### src/design/jlp_consts.svh
// constants for the jesd link parameter block
`ifndef JLP_CONSTS_SVH
`define JLP_CONSTS_SVH

// ==========================================================
// apb register map
`define JLP_ADDR_W       12
`define JLP_OFS_MODE     12'h000
`define JLP_OFS_KM1      12'h004
`define JLP_OFS_DID      12'h008
`define JLP_OFS_CTRL     12'h00c
`define JLP_OFS_STATUS   12'h010
`define JLP_OFS_LANES    12'h014
`define JLP_OFS_CHKSUM   12'h018
`define JLP_OFS_SAMPLE   12'h01c

// ==========================================================
// reset values
`define JLP_RST_MODE     5'h00
`define JLP_RST_KM1      5'h1f
`define JLP_RST_DID      8'h00
`define JLP_RST_SCR      1'b0

// ==========================================================
// lane geometry
`define JLP_LANES        16
`define JLP_LANES_LINK   8
`define JLP_K_MAX        6'h20

// ==========================================================
// fixed configuration values
`define JLP_JESDV        3'h1
`define JLP_SUBCLASSV    3'h1

// ==========================================================
// configuration octet indices
`define JLP_OCT_DID      0
`define JLP_OCT_BID      1
`define JLP_OCT_LID      2
`define JLP_OCT_SCR_L    3
`define JLP_OCT_F        4
`define JLP_OCT_K        5
`define JLP_OCT_M        6
`define JLP_OCT_CS_N     7
`define JLP_OCT_SUB_NP   8
`define JLP_OCT_JV_S     9
`define JLP_OCT_HD_CF    10
`define JLP_OCT_RES1     11
`define JLP_OCT_RES2     12
`define JLP_OCT_CHK      13
`define JLP_OCTETS       14

`endif

### src/design/jlp_pkg.sv
// types for the jesd link parameter block
`default_nettype none
package jlp_pkg;
  `include "jlp_consts.svh"

  // one row of the operating mode table
  typedef struct packed {
    logic       valid;
    logic       des;
    logic [1:0] links;
    logic [4:0] dec;
    logic [4:0] n;
    logic [1:0] cs;
    logic [4:0] np;
    logic [3:0] l;
    logic [3:0] m;
    logic [3:0] f;
    logic [3:0] s;
    logic [4:0] r_x4;
    logic [5:0] kmin;
    logic [1:0] kstep;
  } jlp_mode_t;

  // per-link fields, already in minus-one form
  typedef struct packed {
    logic [7:0] did;
    logic       scr;
    logic [4:0] l_m1;
    logic [7:0] f_m1;
    logic [4:0] k_m1;
    logic [7:0] m_m1;
    logic [4:0] n_m1;
    logic [4:0] np_m1;
    logic [4:0] s_m1;
  } jlp_link_t;

  typedef logic [`JLP_OCTETS-1:0][7:0] jlp_ilas_t;
endpackage : jlp_pkg
`default_nettype wire

### src/design/jlp_ilas_lane.sv
// per-lane alignment configuration octets and checksum
`timescale 1ns/1ps
`default_nettype none
`include "jlp_consts.svh"

module jlp_ilas_lane
(
  // link fields and lane number
  input  wire logic [4:0]      lid_in,
  input  wire jlp_pkg::jlp_link_t link_in,
  // configuration octets
  output var  jlp_pkg::jlp_ilas_t cfg_out
);
  import jlp_pkg::*;

  // ==========================================================
  // octet packing
  always_comb
  begin
    cfg_out                    = '0;
    cfg_out[`JLP_OCT_DID]      = link_in.did;
    cfg_out[`JLP_OCT_LID]      = {3'h0, lid_in};
    cfg_out[`JLP_OCT_SCR_L]    = {link_in.scr, 2'h0, link_in.l_m1};
    cfg_out[`JLP_OCT_F]        = link_in.f_m1;
    cfg_out[`JLP_OCT_K]        = {3'h0, link_in.k_m1};
    cfg_out[`JLP_OCT_M]        = link_in.m_m1;
    // cs reported zero even where samples carry a control bit
    cfg_out[`JLP_OCT_CS_N]     = {3'h0, link_in.n_m1};
    cfg_out[`JLP_OCT_SUB_NP]   = {`JLP_SUBCLASSV, link_in.np_m1};
    cfg_out[`JLP_OCT_JV_S]     = {`JLP_JESDV, link_in.s_m1};
    // zero fields add nothing, so they are left out of the sum
    cfg_out[`JLP_OCT_CHK]      = link_in.did + 8'(lid_in) + 8'(link_in.scr)
                               + 8'(link_in.l_m1) + link_in.f_m1
                               + 8'(link_in.k_m1) + link_in.m_m1
                               + 8'(link_in.n_m1) + 8'(`JLP_SUBCLASSV)
                               + 8'(link_in.np_m1) + 8'(`JLP_JESDV)
                               + 8'(link_in.s_m1);
  end
endmodule : jlp_ilas_lane
`default_nettype wire

### src/design/jlp_link_param.sv
// jesd link parameter derivation with apb register access
//
// Implementation choices: the address map and the APB interface to the registers.
`timescale 1ns/1ps
`default_nettype none
`include "jlp_consts.svh"

// What this block does
// - derive link parameters except K, identifier and scrambler from mode code
// - interleave flag one single, zero dual
// - lane rate factor times device clock
// - programmed frames per multiframe used, reported
// - send all format fields during alignment
// - adjust, bank, cf, hd, reserved report zero
// - control bits per sample reported zero in octets, table value in sample register
// - standard revision one, subclass one
// - software identifier placed in link configuration
// - scrambler bit set by software, reported
// - checksum is field sum modulo 256
// - converter count governs packing only
// - second link reports identifier plus one
// - lowest lanes used, others powered down
module jlp_link_param
(
  // clock and reset
  input  wire logic                  clk_sys_in,
  input  wire logic                  rstn_in,
  // apb slave
  input  wire logic                  psel_in,
  input  wire logic                  penable_in,
  input  wire logic                  pwrite_in,
  input  wire logic [11:0]           paddr_in,
  input  wire logic [31:0]           pwdata_in,
  output var  logic                  pready_out,
  output var  logic [31:0]           prdata_out,
  output var  logic                  pslverr_out,
  // derived operating state
  output var  logic                  mode_valid_out,
  output var  logic                  k_in_range_out,
  output var  logic                  interleave_out,
  output var  logic [4:0]            decimation_out,
  output var  logic [4:0]            lane_rate_x4_out,
  output var  logic [1:0]            link_count_out,
  output var  logic [5:0]            frames_per_multiframe_out,
  output var  logic                  scramble_en_out,
  // lanes
  output var  logic [15:0]           lane_en_out,
  output var  jlp_pkg::jlp_ilas_t [15:0] ilas_cfg_out
);
  import jlp_pkg::*;

  // ==========================================================
  // mode table
  function automatic jlp_mode_t jlp_mode_lookup(input logic [4:0] code);
    jlp_mode_t m;
    m = '0;
    case (code)
      5'h00: m = '{1'b1,1'b1,2'h2,5'h01,5'h0c,2'h0,5'h0c,4'h4,4'h4,4'h8,4'h5,5'h10,6'h03,2'h1};
      5'h01: m = '{1'b1,1'b1,2'h2,5'h01,5'h0c,2'h0,5'h0c,4'h8,4'h8,4'h8,4'h5,5'h08,6'h03,2'h1};
      5'h02: m = '{1'b1,1'b0,2'h2,5'h01,5'h0c,2'h0,5'h0c,4'h4,4'h4,4'h8,4'h5,5'h10,6'h03,2'h1};
      5'h03: m = '{1'b1,1'b0,2'h2,5'h01,5'h0c,2'h0,5'h0c,4'h8,4'h8,4'h8,4'h5,5'h08,6'h03,2'h1};
      5'h04: m = '{1'b1,1'b1,2'h2,5'h01,5'h08,2'h0,5'h08,4'h2,4'h1,4'h1,4'h2,5'h14,6'h12,2'h2};
      5'h05: m = '{1'b1,1'b1,2'h2,5'h01,5'h08,2'h0,5'h08,4'h4,4'h1,4'h1,4'h4,5'h0a,6'h12,2'h2};
      5'h06: m = '{1'b1,1'b0,2'h2,5'h01,5'h08,2'h0,5'h08,4'h2,4'h1,4'h1,4'h2,5'h14,6'h12,2'h2};
      5'h07: m = '{1'b1,1'b0,2'h2,5'h01,5'h08,2'h0,5'h08,4'h4,4'h1,4'h1,4'h4,5'h0a,6'h12,2'h2};
      5'h09: m = '{1'b1,1'b0,2'h2,5'h02,5'h0f,2'h1,5'h10,4'h4,4'h1,4'h2,4'h4,5'h0a,6'h09,2'h1};
      5'h0a: m = '{1'b1,1'b0,2'h2,5'h04,5'h0f,2'h1,5'h10,4'h2,4'h2,4'h2,4'h1,5'h14,6'h09,2'h1};
      5'h0b: m = '{1'b1,1'b0,2'h2,5'h04,5'h0f,2'h1,5'h10,4'h4,4'h2,4'h2,4'h2,5'h0a,6'h09,2'h1};
      5'h0c: m = '{1'b1,1'b0,2'h2,5'h04,5'h0c,2'h0,5'h0c,4'h8,4'h8,4'h8,4'h5,5'h04,6'h03,2'h1};
      5'h0d: m = '{1'b1,1'b0,2'h2,5'h08,5'h0f,2'h1,5'h10,4'h1,4'h2,4'h4,4'h1,5'h14,6'h05,2'h1};
      5'h0e: m = '{1'b1,1'b0,2'h2,5'h08,5'h0f,2'h1,5'h10,4'h2,4'h2,4'h2,4'h1,5'h0a,6'h09,2'h1};
      5'h0f: m = '{1'b1,1'b0,2'h1,5'h10,5'h0f,2'h1,5'h10,4'h1,4'h4,4'h8,4'h1,5'h14,6'h03,2'h1};
      5'h10: m = '{1'b1,1'b0,2'h2,5'h10,5'h0f,2'h1,5'h10,4'h1,4'h2,4'h4,4'h1,5'h0a,6'h05,2'h1};
      5'h11: m = '{1'b1,1'b1,2'h2,5'h01,5'h08,2'h0,5'h08,4'h8,4'h1,4'h1,4'h8,5'h05,6'h12,2'h2};
      5'h12: m = '{1'b1,1'b0,2'h2,5'h01,5'h08,2'h0,5'h08,4'h8,4'h1,4'h1,4'h8,5'h05,6'h12,2'h2};
      // reserved and undefined codes leave every lane down
      default: m = '0;
    endcase
    return m;
  endfunction : jlp_mode_lookup

  // ==========================================================
  // declarations
  logic [4:0]        link_mode_code_r;
  logic [4:0]        frames_per_multiframe_less_one_r;
  logic [7:0]        device_id_r;
  logic              scramble_en_r;
  jlp_mode_t         mode_r;
  jlp_link_t [1:0]   link_cfg_r;
  logic [5:0]        k_val;
  logic [5:0]        k_off;
  logic              k_ok;
  logic              apb_setup;
  logic              apb_write;
  logic              addr_ok;
  logic [31:0]       rd_data;
  logic [15:0]       lane_en_nxt;
  jlp_ilas_t [15:0]  lane_cfg;

  assign apb_setup = psel_in & ~penable_in & ~pready_out;
  assign apb_write = psel_in & penable_in & pready_out & pwrite_in & addr_ok;

  // ==========================================================
  // apb address decode and read mux
  always_comb
  begin
    addr_ok = 1'b1;
    rd_data = 32'h0000_0000;
    case (paddr_in)
      `JLP_OFS_MODE:   rd_data = {27'h000_0000, link_mode_code_r};
      `JLP_OFS_KM1:    rd_data = {27'h000_0000, frames_per_multiframe_less_one_r};
      `JLP_OFS_DID:    rd_data = {24'h00_0000, device_id_r};
      `JLP_OFS_CTRL:   rd_data = {31'h0000_0000, scramble_en_r};
      `JLP_OFS_STATUS: rd_data = {1'b0, mode_r.s, mode_r.f, mode_r.m, mode_r.l,
                                  mode_r.r_x4, mode_r.dec, mode_r.links,
                                  mode_r.des, k_in_range_out, mode_r.valid};
      `JLP_OFS_LANES:  rd_data = {16'h0000, lane_en_out};
      `JLP_OFS_CHKSUM: rd_data = {16'h0000,
                                  ilas_cfg_out[`JLP_LANES_LINK][`JLP_OCT_CHK],
                                  ilas_cfg_out[0][`JLP_OCT_CHK]};
      `JLP_OFS_SAMPLE: rd_data = {20'h0_0000, mode_r.np, mode_r.cs, mode_r.n};
      default:
      begin
        addr_ok = 1'b0;
        rd_data = 32'h0000_0000;
      end
    endcase
  end

  // ==========================================================
  // apb answer: one cycle after setup, so no wait states
  always_ff @(posedge clk_sys_in)
  begin
    if (!rstn_in)
      pready_out <= 1'b0;
    else
      pready_out <= apb_setup;
  end

  // read data stands only with ready, so no stale word lingers
  always_ff @(posedge clk_sys_in)
  begin
    if (!rstn_in)
      prdata_out <= 32'h0000_0000;
    else if (apb_setup && !pwrite_in)
      prdata_out <= rd_data;
    else
      prdata_out <= 32'h0000_0000;
  end

  // unmapped words refused both ways; such writes are dropped
  always_ff @(posedge clk_sys_in)
  begin
    if (!rstn_in)
      pslverr_out <= 1'b0;
    else
      pslverr_out <= apb_setup & ~addr_ok;
  end

  // ==========================================================
  // software registers
  always_ff @(posedge clk_sys_in)
  begin
    if (!rstn_in)
      link_mode_code_r <= `JLP_RST_MODE;
    else if (apb_write && paddr_in == `JLP_OFS_MODE)
      link_mode_code_r <= pwdata_in[4:0];
  end

  always_ff @(posedge clk_sys_in)
  begin
    if (!rstn_in)
      frames_per_multiframe_less_one_r <= `JLP_RST_KM1;
    else if (apb_write && paddr_in == `JLP_OFS_KM1)
      frames_per_multiframe_less_one_r <= pwdata_in[4:0];
  end

  always_ff @(posedge clk_sys_in)
  begin
    if (!rstn_in)
      device_id_r <= `JLP_RST_DID;
    else if (apb_write && paddr_in == `JLP_OFS_DID)
      device_id_r <= pwdata_in[7:0];
  end

  always_ff @(posedge clk_sys_in)
  begin
    if (!rstn_in)
      scramble_en_r <= `JLP_RST_SCR;
    else if (apb_write && paddr_in == `JLP_OFS_CTRL)
      scramble_en_r <= pwdata_in[0];
  end

  // ==========================================================
  // derived mode, registered to keep the table off the octet path
  always_ff @(posedge clk_sys_in)
  begin
    if (!rstn_in)
      mode_r <= '0;
    else
      mode_r <= jlp_mode_lookup(link_mode_code_r);
  end

  // frame count check; out of range values are flagged, not altered
  always_comb
  begin
    k_val = {1'b0, frames_per_multiframe_less_one_r} + 6'h01;
    k_off = k_val - mode_r.kmin;
    k_ok  = mode_r.valid && k_val >= mode_r.kmin && k_val <= `JLP_K_MAX
            && (mode_r.kstep != 2'h2 || !k_off[0]);
  end

  // ==========================================================
  // per-link fields
  for (genvar k = 0; k < 2; k++)
  begin : g_link
    always_ff @(posedge clk_sys_in)
    begin
      if (!rstn_in)
        link_cfg_r[k] <= '0;
      else
      begin
        link_cfg_r[k].did   <= device_id_r + 8'(k);
        link_cfg_r[k].scr   <= scramble_en_r;
        link_cfg_r[k].l_m1  <= 5'(mode_r.l) - 5'h01;
        link_cfg_r[k].f_m1  <= 8'(mode_r.f) - 8'h01;
        link_cfg_r[k].k_m1  <= frames_per_multiframe_less_one_r;
        link_cfg_r[k].m_m1  <= 8'(mode_r.m) - 8'h01;
        link_cfg_r[k].n_m1  <= mode_r.n - 5'h01;
        link_cfg_r[k].np_m1 <= mode_r.np - 5'h01;
        link_cfg_r[k].s_m1  <= 5'(mode_r.s) - 5'h01;
      end
    end
  end

  // ==========================================================
  // lanes: each has its own octets since the lane number differs
  for (genvar i = 0; i < `JLP_LANES; i++)
  begin : g_lane
    localparam int         LINK = i / `JLP_LANES_LINK;
    localparam logic [4:0] LID  = 5'(i % `JLP_LANES_LINK);

    jlp_ilas_lane u_lane
    (
      .lid_in  (LID),
      .link_in (link_cfg_r[LINK]),
      .cfg_out (lane_cfg[i])
    );

    assign lane_en_nxt[i] = mode_r.valid && (2'(LINK) < mode_r.links)
                            && (LID < 5'(mode_r.l));
  end

  always_ff @(posedge clk_sys_in)
  begin
    if (!rstn_in)
      lane_en_out <= 16'h0000;
    else
      lane_en_out <= lane_en_nxt;
  end

  // octets run for idle lanes too; lane enable alone gates them
  always_ff @(posedge clk_sys_in)
  begin
    if (!rstn_in)
      ilas_cfg_out <= '0;
    else
      ilas_cfg_out <= lane_cfg;
  end

  // ==========================================================
  // derived state outputs
  // invalid codes read back as zero here, except frames per multiframe and scrambler enable
  always_ff @(posedge clk_sys_in)
  begin
    if (!rstn_in)
      mode_valid_out <= 1'b0;
    else
      mode_valid_out <= mode_r.valid;
  end

  always_ff @(posedge clk_sys_in)
  begin
    if (!rstn_in)
      k_in_range_out <= 1'b0;
    else
      k_in_range_out <= k_ok;
  end

  always_ff @(posedge clk_sys_in)
  begin
    if (!rstn_in)
      interleave_out <= 1'b0;
    else
      interleave_out <= mode_r.des;
  end

  always_ff @(posedge clk_sys_in)
  begin
    if (!rstn_in)
      decimation_out <= 5'h00;
    else
      decimation_out <= mode_r.dec;
  end

  // quarter steps because some modes send 1.25 or 2.5 bits a clock
  always_ff @(posedge clk_sys_in)
  begin
    if (!rstn_in)
      lane_rate_x4_out <= 5'h00;
    else
      lane_rate_x4_out <= mode_r.r_x4;
  end

  // same edge as lane enable, so the two never disagree
  always_ff @(posedge clk_sys_in)
  begin
    if (!rstn_in)
      link_count_out <= 2'h0;
    else
      link_count_out <= mode_r.links;
  end

  always_ff @(posedge clk_sys_in)
  begin
    if (!rstn_in)
      frames_per_multiframe_out <= 6'h00;
    else
      frames_per_multiframe_out <= k_val;
  end

  always_ff @(posedge clk_sys_in)
  begin
    if (!rstn_in)
      scramble_en_out <= 1'b0;
    else
      scramble_en_out <= scramble_en_r;
  end
endmodule : jlp_link_param
`default_nettype wire

### config.mk
export PLATFORM = sky130hd
export DESIGN_NAME = jlp_link_param
export DESIGN_NICKNAME = d
export VERILOG_FILES = /design/src/design/jlp_pkg.sv /design/src/design/jlp_ilas_lane.sv /design/src/design/jlp_link_param.sv
export VERILOG_INCLUDE_DIRS = /design/src /design/src/design
export SDC_FILE = /design/constraint.sdc
export NUM_CORES = 1
export LEC_CHECK = 0
export BUFFER_PORTS_ARGS = -buffer_cell sky130_fd_sc_hd__buf_2
export CELL_PAD_IN_SITES_DETAIL_PLACEMENT = 1
export CELL_PAD_IN_SITES_GLOBAL_PLACEMENT = 2
export CORE_AREA = 5 5 732 734
export DETAILED_ROUTE_END_ITERATION = 7
export DIE_AREA = 0 0 737 739
export PLACE_DENSITY_LB_ADDON = 0.3
export SLEW_MARGIN = 10
export SYNTH_ARGS = -nofsm -noshare
export SYNTH_HDL_FRONTEND = slang
export SYNTH_SLANG_ARGS = --single-unit
### constraint.sdc
create_clock -name clk_sys_in -period 4.71 [get_ports clk_sys_in]
set_clock_uncertainty 0.1 [all_clocks]
set_input_delay 1.413 -clock clk_sys_in [delete_from_list [all_inputs] [get_ports clk_sys_in]]
set_output_delay 1.413 -clock clk_sys_in [all_outputs]
set_load 0.1 [all_outputs]
# Yosys cells after proc, flatten, opt, wreduce, memory -nomap -nowiden
# Memories as Yosys holds them, arrays and structs flattened. A register that Yosys moved wholly into a read port is not among the register bits.
# Index checks and enable logic that the tools add are counted.
classes:
  muxes: 3
  n_reduce_logical: 33
  order_cmp: 12
  addsub: 183
  n_eq_ne: 8
  n_bitwise: 10
op_table:
  columns: ["cell", "count"]
  rows:
  - ["two-way mux 1758 bit", 1]
  - ["adder 8 x 5 -> 8 bit", 80]
  - ["adder 8 x 1 -> 8 bit, second input constant", 35]
  - ["adder 8 bit", 32]
  - ["case mux 31 bit (8 select lines)", 1]
  - ["adder 8 x 1 -> 8 bit", 16]
  - ["adder 8 x 3 -> 8 bit, second input constant", 8]
  - ["== test 12 x 5 -> 1 bit, second input constant", 4]
  - ["adder 8 x 2 -> 8 bit, second input constant", 4]
  - ["logical AND 1 bit", 26]
  - ["== test 12 x 4 -> 1 bit, second input constant", 2]
  - ["subtractor 4 x 1 -> 5 bit, second input constant", 4]
  - ["< comparator 3 x 4 -> 1 bit, first input constant", 4]
  - ["== test 12 x 3 -> 1 bit, second input constant", 1]
  - ["logical NOT 12 bit", 1]
  - ["subtractor 5 x 1 -> 5 bit, second input constant", 2]
  - ["< comparator 1 x 4 -> 1 bit, first input constant", 2]
  - ["< comparator 2 x 4 -> 1 bit, first input constant", 2]
  - ["OR reduction 8 bit", 1]
  - ["bitwise AND 1 bit", 7]
  - ["adder 5 x 1 -> 6 bit, second input constant", 1]
  - [">= comparator 6 bit", 1]
  - ["<= comparator 6 bit, second input constant", 1]
  - ["< comparator 1 x 2 -> 1 bit, first input constant", 2]
  - ["7 further kinds", 11]
totals:
  word_cells: 464
  mem_bits_ro: 1440
  ff_bits: 1216
  input_bits: 49
  memories: 1
mem_list:
  columns: ["memory", "depth", "word_bits", "read_ports", "rd_ports_with_merged_regs", "wr", "line", "source"]
  rows:
  - ["(no name shown)", 32, 45, 1, 1, 0, "jlp_link_param.sv:57", "case (code)"]

# Longest topological paths before layout
depth:
  depth_word: 12
  ltp_mapped: 18
  mapped_depth_nobuf: 18

# By module
# From an unflattened synthesis, not the netlist that was laid out.
unflattened:
  hier_cells: 8139
  area_unflattened_um2: 87069.8
modules_own_cells:
  columns: ["module", "n_inst", "area_each_um2", "cells_per_inst", "seq_area_each_um2"]
  rows:
  - ["jlp_link_param", 1, 54338.4, 4427, 39337.7]
  - ["jlp_ilas_lane", 16, 2045.7, 232, 0.0]

# Worst setup path after synthesis
# No wires, ideal clock.
synth_timing:
  path_kind: "register to register"
  startpoint: "register scramble_en_out (netlist name)"
  endpoint: "register ilas_cfg_out[558] (netlist name)"
  period_less_slack_ns: 5.325
  arrival_time_ns: 5.103
  slack_ns: -0.615
  path_stages_with_launch: 14
  path_cell_list: "dfxtp_1 -> inv_1 -> fa_1 -> fa_1 -> fa_1 -> fa_1 -> inv_1 -> fa_1 -> fa_1 -> a21o_1 -> a21o_1 -> a21oi_1 -> mux2i_1 -> a311o_1"
synth_lines:
  columns: ["element", "line", "source"]
  rows:
  - ["end signal: assignment", "jlp_link_param.sv:268", "ilas_cfg_out <= lane_cfg;"]
  - ["end: declaration", "jlp_link_param.sv:48", "output var jlp_pkg::jlp_ilas_t [15:0] ilas_cfg_out"]

==> run summary <==
=================================================================================
IR drop worst, VDD .................................................     298.4 uV
Async set or reset register ratio after synthesis ..................           0%
Clock transition at path regs ......................................        60 ps
First-pass GRT wire length ......................................... 245400 microns
Setup repair after global routing missed its margin ................          yes
Worst path required time ...........................................      5190 ps
Final number of setup-violating endpoints ..........................            0
Initial cell density of the core ...................................       6.345%
Root Driver ........................................................    clkbuf_16
R2R cell count .....................................................           14
Clock H-tree levels ................................................            2
Reg-to-reg endpoint ................................................ ilas_cfg_out[558]
Total power ........................................................    0.02780 W
Endpoint of the worst setup timing path ............................ ilas_cfg_out[558]
Biggest area consumer among synthesized cells ......................        buf_4
Critical Path Start ................................................ link_cfg_r[61]
Origin of the critical flop-to-flop path ........................... link_cfg_r[61]
Remaining antenna violation count after routing ....................            0
Source-to-sink clock delay at the later pin of the worst-skew pair .       720 ps
Global routing usage summed across all routing layers ..............       6.880%
Final hold violations ..............................................            0
Worst Tran Pin Value ...............................................      1095 ps
Post-detailed-routing wire length .................................. 198300 microns
Top cells by area in the synthesized netlist ....................... buf_4 (36%), dfxtp_1 (21%), fa_1 (17%), ha_1 (5.8%), inv_1 (4.2%)
Average instance area after synthesis ..............................  9.113 sq um
Remaining design rule violation count ..............................            0
Via count of the first global-routing pass .........................        23251
Netlist area before placement ......................................  33490 sq um
DIE AREA ........................................................... 544600 sq um
Placed insts .......................................................        11084
Core region area ................................................... 527800 sq um
Flip-flop and latch count after synthesis ..........................          350
Crit Path Class .................................................... flop to flop
Fraction of synthesized cell area taken by the top area cell type ..       36.25%
Filler-free cell count of the finished design ......................        11227
Setup slack, reg-to-reg ............................................       150 ps
Post-detailed-route via-to-cell ratio ..............................        1.977
Port bufs ..........................................................         1079
Maximum net fanout on the critical path ............................            3
Clock tree from TritonCTS ..........................................          yes
Largest buffer count on any clock path .............................            3
Final net count ....................................................         4632
Headroom to the max-slew limit .....................................       27.00%
Result of the run ..................................................    completed
Num CTS Buffers ....................................................           52
Critical Path Start Type ...........................................         flop
Initial antenna violation count ....................................           55
Final Max Slew Viols ...............................................            0
Number of sinks driven by the clock tree ...........................          350
Die boundary height ................................................  739 microns
Detail-routed net length per standard cell ......................... 17.66 microns
Standby leakage power ..............................................     20.20 nW
Number of placed I/O pins ..........................................         1913
Share of synthesized area occupied by flip-flops and latches .......       20.92%
Fill cell total of the finished layout .............................        63277
Class of the tightest hold or removal check ........................ flop to flop
Count of different cell masters after synthesis ....................           58
Area delta synth->final ............................................       25.75%
Ratio of total power to cell area .................................. 660.1 nW/um^2
Post-synth top flop ................................................      dfxtp_1
Post-cts hold buffer count .........................................            0
HPWL after detailed placement ...................................... 172300 microns
Pin count of the biggest net entering global routing ...............           61
Count of TritonRoute iterations in the first routing pass ..........            5
Period Utilization, post-route .....................................       96.71%
Warning count from the yosys run ...................................            0
Number of enable flip-flop cells after synthesis ...................            0
Critical path capture point type ...................................         flop
Number of standard cells after synthesis ...........................         3675
CP arrival .........................................................      5030 ps
Number of vias in the routed layout ................................        22193
Max frequency ......................................................    219.5 MHz
Overflow after GRT .................................................            0
Width of the die ...................................................  737 microns
Violation count after the first detailed-route iteration ...........          756
Cell row count .....................................................          267
Fraction of final layout cells sized beyond drive strength 1 .......       35.08%
Final Wtd Congestion ...............................................       0.7415
Max-capacitance violation count ....................................            0
Shortest period the worst path allows ..............................      4555 ps
=================================================================================
==> power by group <==
part           internal, W  switching (W)  total, W
Clock              0.00241        0.00194   0.00435
Combinational      0.00462         0.0148    0.0195
Sequential         0.00350       0.000489   0.00399
==> worst max-delay path, cell delays in order (launching register included) <==
cell and delay, ps:
dfxtp_2 350, clkinvlp_4 110, buf_4 170, fa_2 600, fa_1 450, fa_1 480
fa_1 500, inv_1 60, fa_2 350, fa_2 350, a21o_1 170, a21o_1 200
a21oi_2 160, mux2i_1 90, a311o_1 320
==> stage by stage <==
step	utilization (%)	setup TNS (ps)	instance area, sq um	hold slack [ps]	setup slack (ps)
2_1_floorplan	-	0	36530	294.9	28.29
3_3_place_gp	7.567	-357.2	39940	368.9	-104.1
3_5_place_dp	7.567	-218.6	39940	361.6	-79.73
4_1_cts	7.922	-62.29	41820	396.7	-31.40
5_1_grt	7.962	-9.373	42030	420.4	-9.373
6_report	7.979	0	42110	395.0	154.9
==> synth_stat cells, drive strengths merged, types with 31 or more instances <==
cell type,number
a211oi,33
a21o,39
a21oi,67
and2,95
buf,1624
clkbuf,45
dfxtp,350
fa,278
ha,154
inv,375
mux2i,31
nand2,53
nor2,208
o21ai,63
xnor2,44
xor2,39
==> worst min path at each step <==
stage / startpoint / endpoint / cells past startpoint
floorplan: mode_r[31] / link_cfg_r[57] / 1
global placement: mode_r[11] / lane_rate_x4_out[3] / 1
detailed placement: mode_r[11] / lane_rate_x4_out[3] / 1
CTS: mode_r[11] / lane_rate_x4_out[3] / 1
global route: mode_r[11] / lane_rate_x4_out[3] / 1
finish: mode_r[11] / lane_rate_x4_out[3] / 1
==> area by class of cell <==
cell class,instances,area (sq um),area share (%)
well taps,6994,8751,20.78
repair buffers,1283,7051,16.74
flip-flops and latches,350,7036,16.71
clock inverters,35,420.4,0.9982
inverters,377,1434,3.405
clock buffers,61,1406,3.339
multi-input cells,2087,15920,37.79
diodes,40,100.1,0.2377
==> per-layer routing <==
layer	share of wire [%]	routed length, microns	up-vias	global-route usage [%]
met5	0.20	405	-	0
met4	1.8	3604	6	1.261
met3	9.8	19440	132	2.554
met2	47	93360	1266	11.71
met1	41	81460	10888	8.276
li1	-	-	9901	-
==> state kept, by name (all words and copies together) (netlist names) <==
| register | flops |
|---|---|
| ilas_cfg_out | 177 |
| link_cfg_r | 49 |
| mode_r | 34 |
| prdata_out | 31 |
| lane_en_out | 16 |
| device_id_r | 8 |
| frames_per_multiframe_out | 6 |
| decimation_out | 5 |
| frames_per_multiframe_less_one_r | 5 |
| lane_rate_x4_out | 5 |
| link_mode_code_r | 5 |
| link_count_out | 2 |
| interleave_out | 1 |
| k_in_range_out | 1 |
| mode_valid_out | 1 |
| pready_out | 1 |
| pslverr_out | 1 |
| scramble_en_out | 1 |
| scramble_en_r | 1 |
==> repair_timing <==
item                                    4_1_cts  5_1_grt
setup buffers                                 0        7
pin swaps                                     3       16
gates resized for setup                      15       45
endpoints found under the setup margin        9       28
==> cells in the final DEF, fill, tap and decap left out, types with 12 or more instances in the layout <==
cell / synthesis / routed
fa_1: 278 / 261
a211oi_1: 33 / 23
mux2i_1: 31 / 31
nand2_1: 53 / 53
and2_1: 94 / 94
nor3_1: 20 / 19
a21oi_1: 67 / 63
dfxtp_2: 0 / 20
diode_2: 0 / 40
clkbuf_16: 0 / 53
ha_1: 154 / 151
a21o_1: 39 / 39
o21bai_1: 12 / 12
fa_2: 0 / 17
o21ai_0: 61 / 55
xnor2_1: 40 / 39
xor2_1: 39 / 39
conb_1: 1 / 809
buf_2: 7 / 1078
nand3_1: 20 / 20
and3_1: 21 / 21
buf_4: 1617 / 195
nor2_1: 208 / 208
inv_1: 375 / 369
dfxtp_1: 350 / 329
==> logic make-up (layout without fill, tap and decap cells) <==
kind of cell,Yosys count,after routing,synth area share (%)
compound gates,249,249,4.603
simple gates,469,469,6.942
fa+ha+maj,432,432,22.37
mux,43,43,1.599
other cells,1,849,0.01120
buf+inv,2046,1756,41.08
flops,350,350,20.92
xor+xnor,85,85,2.470
Power figures use the tool's default switching activity.
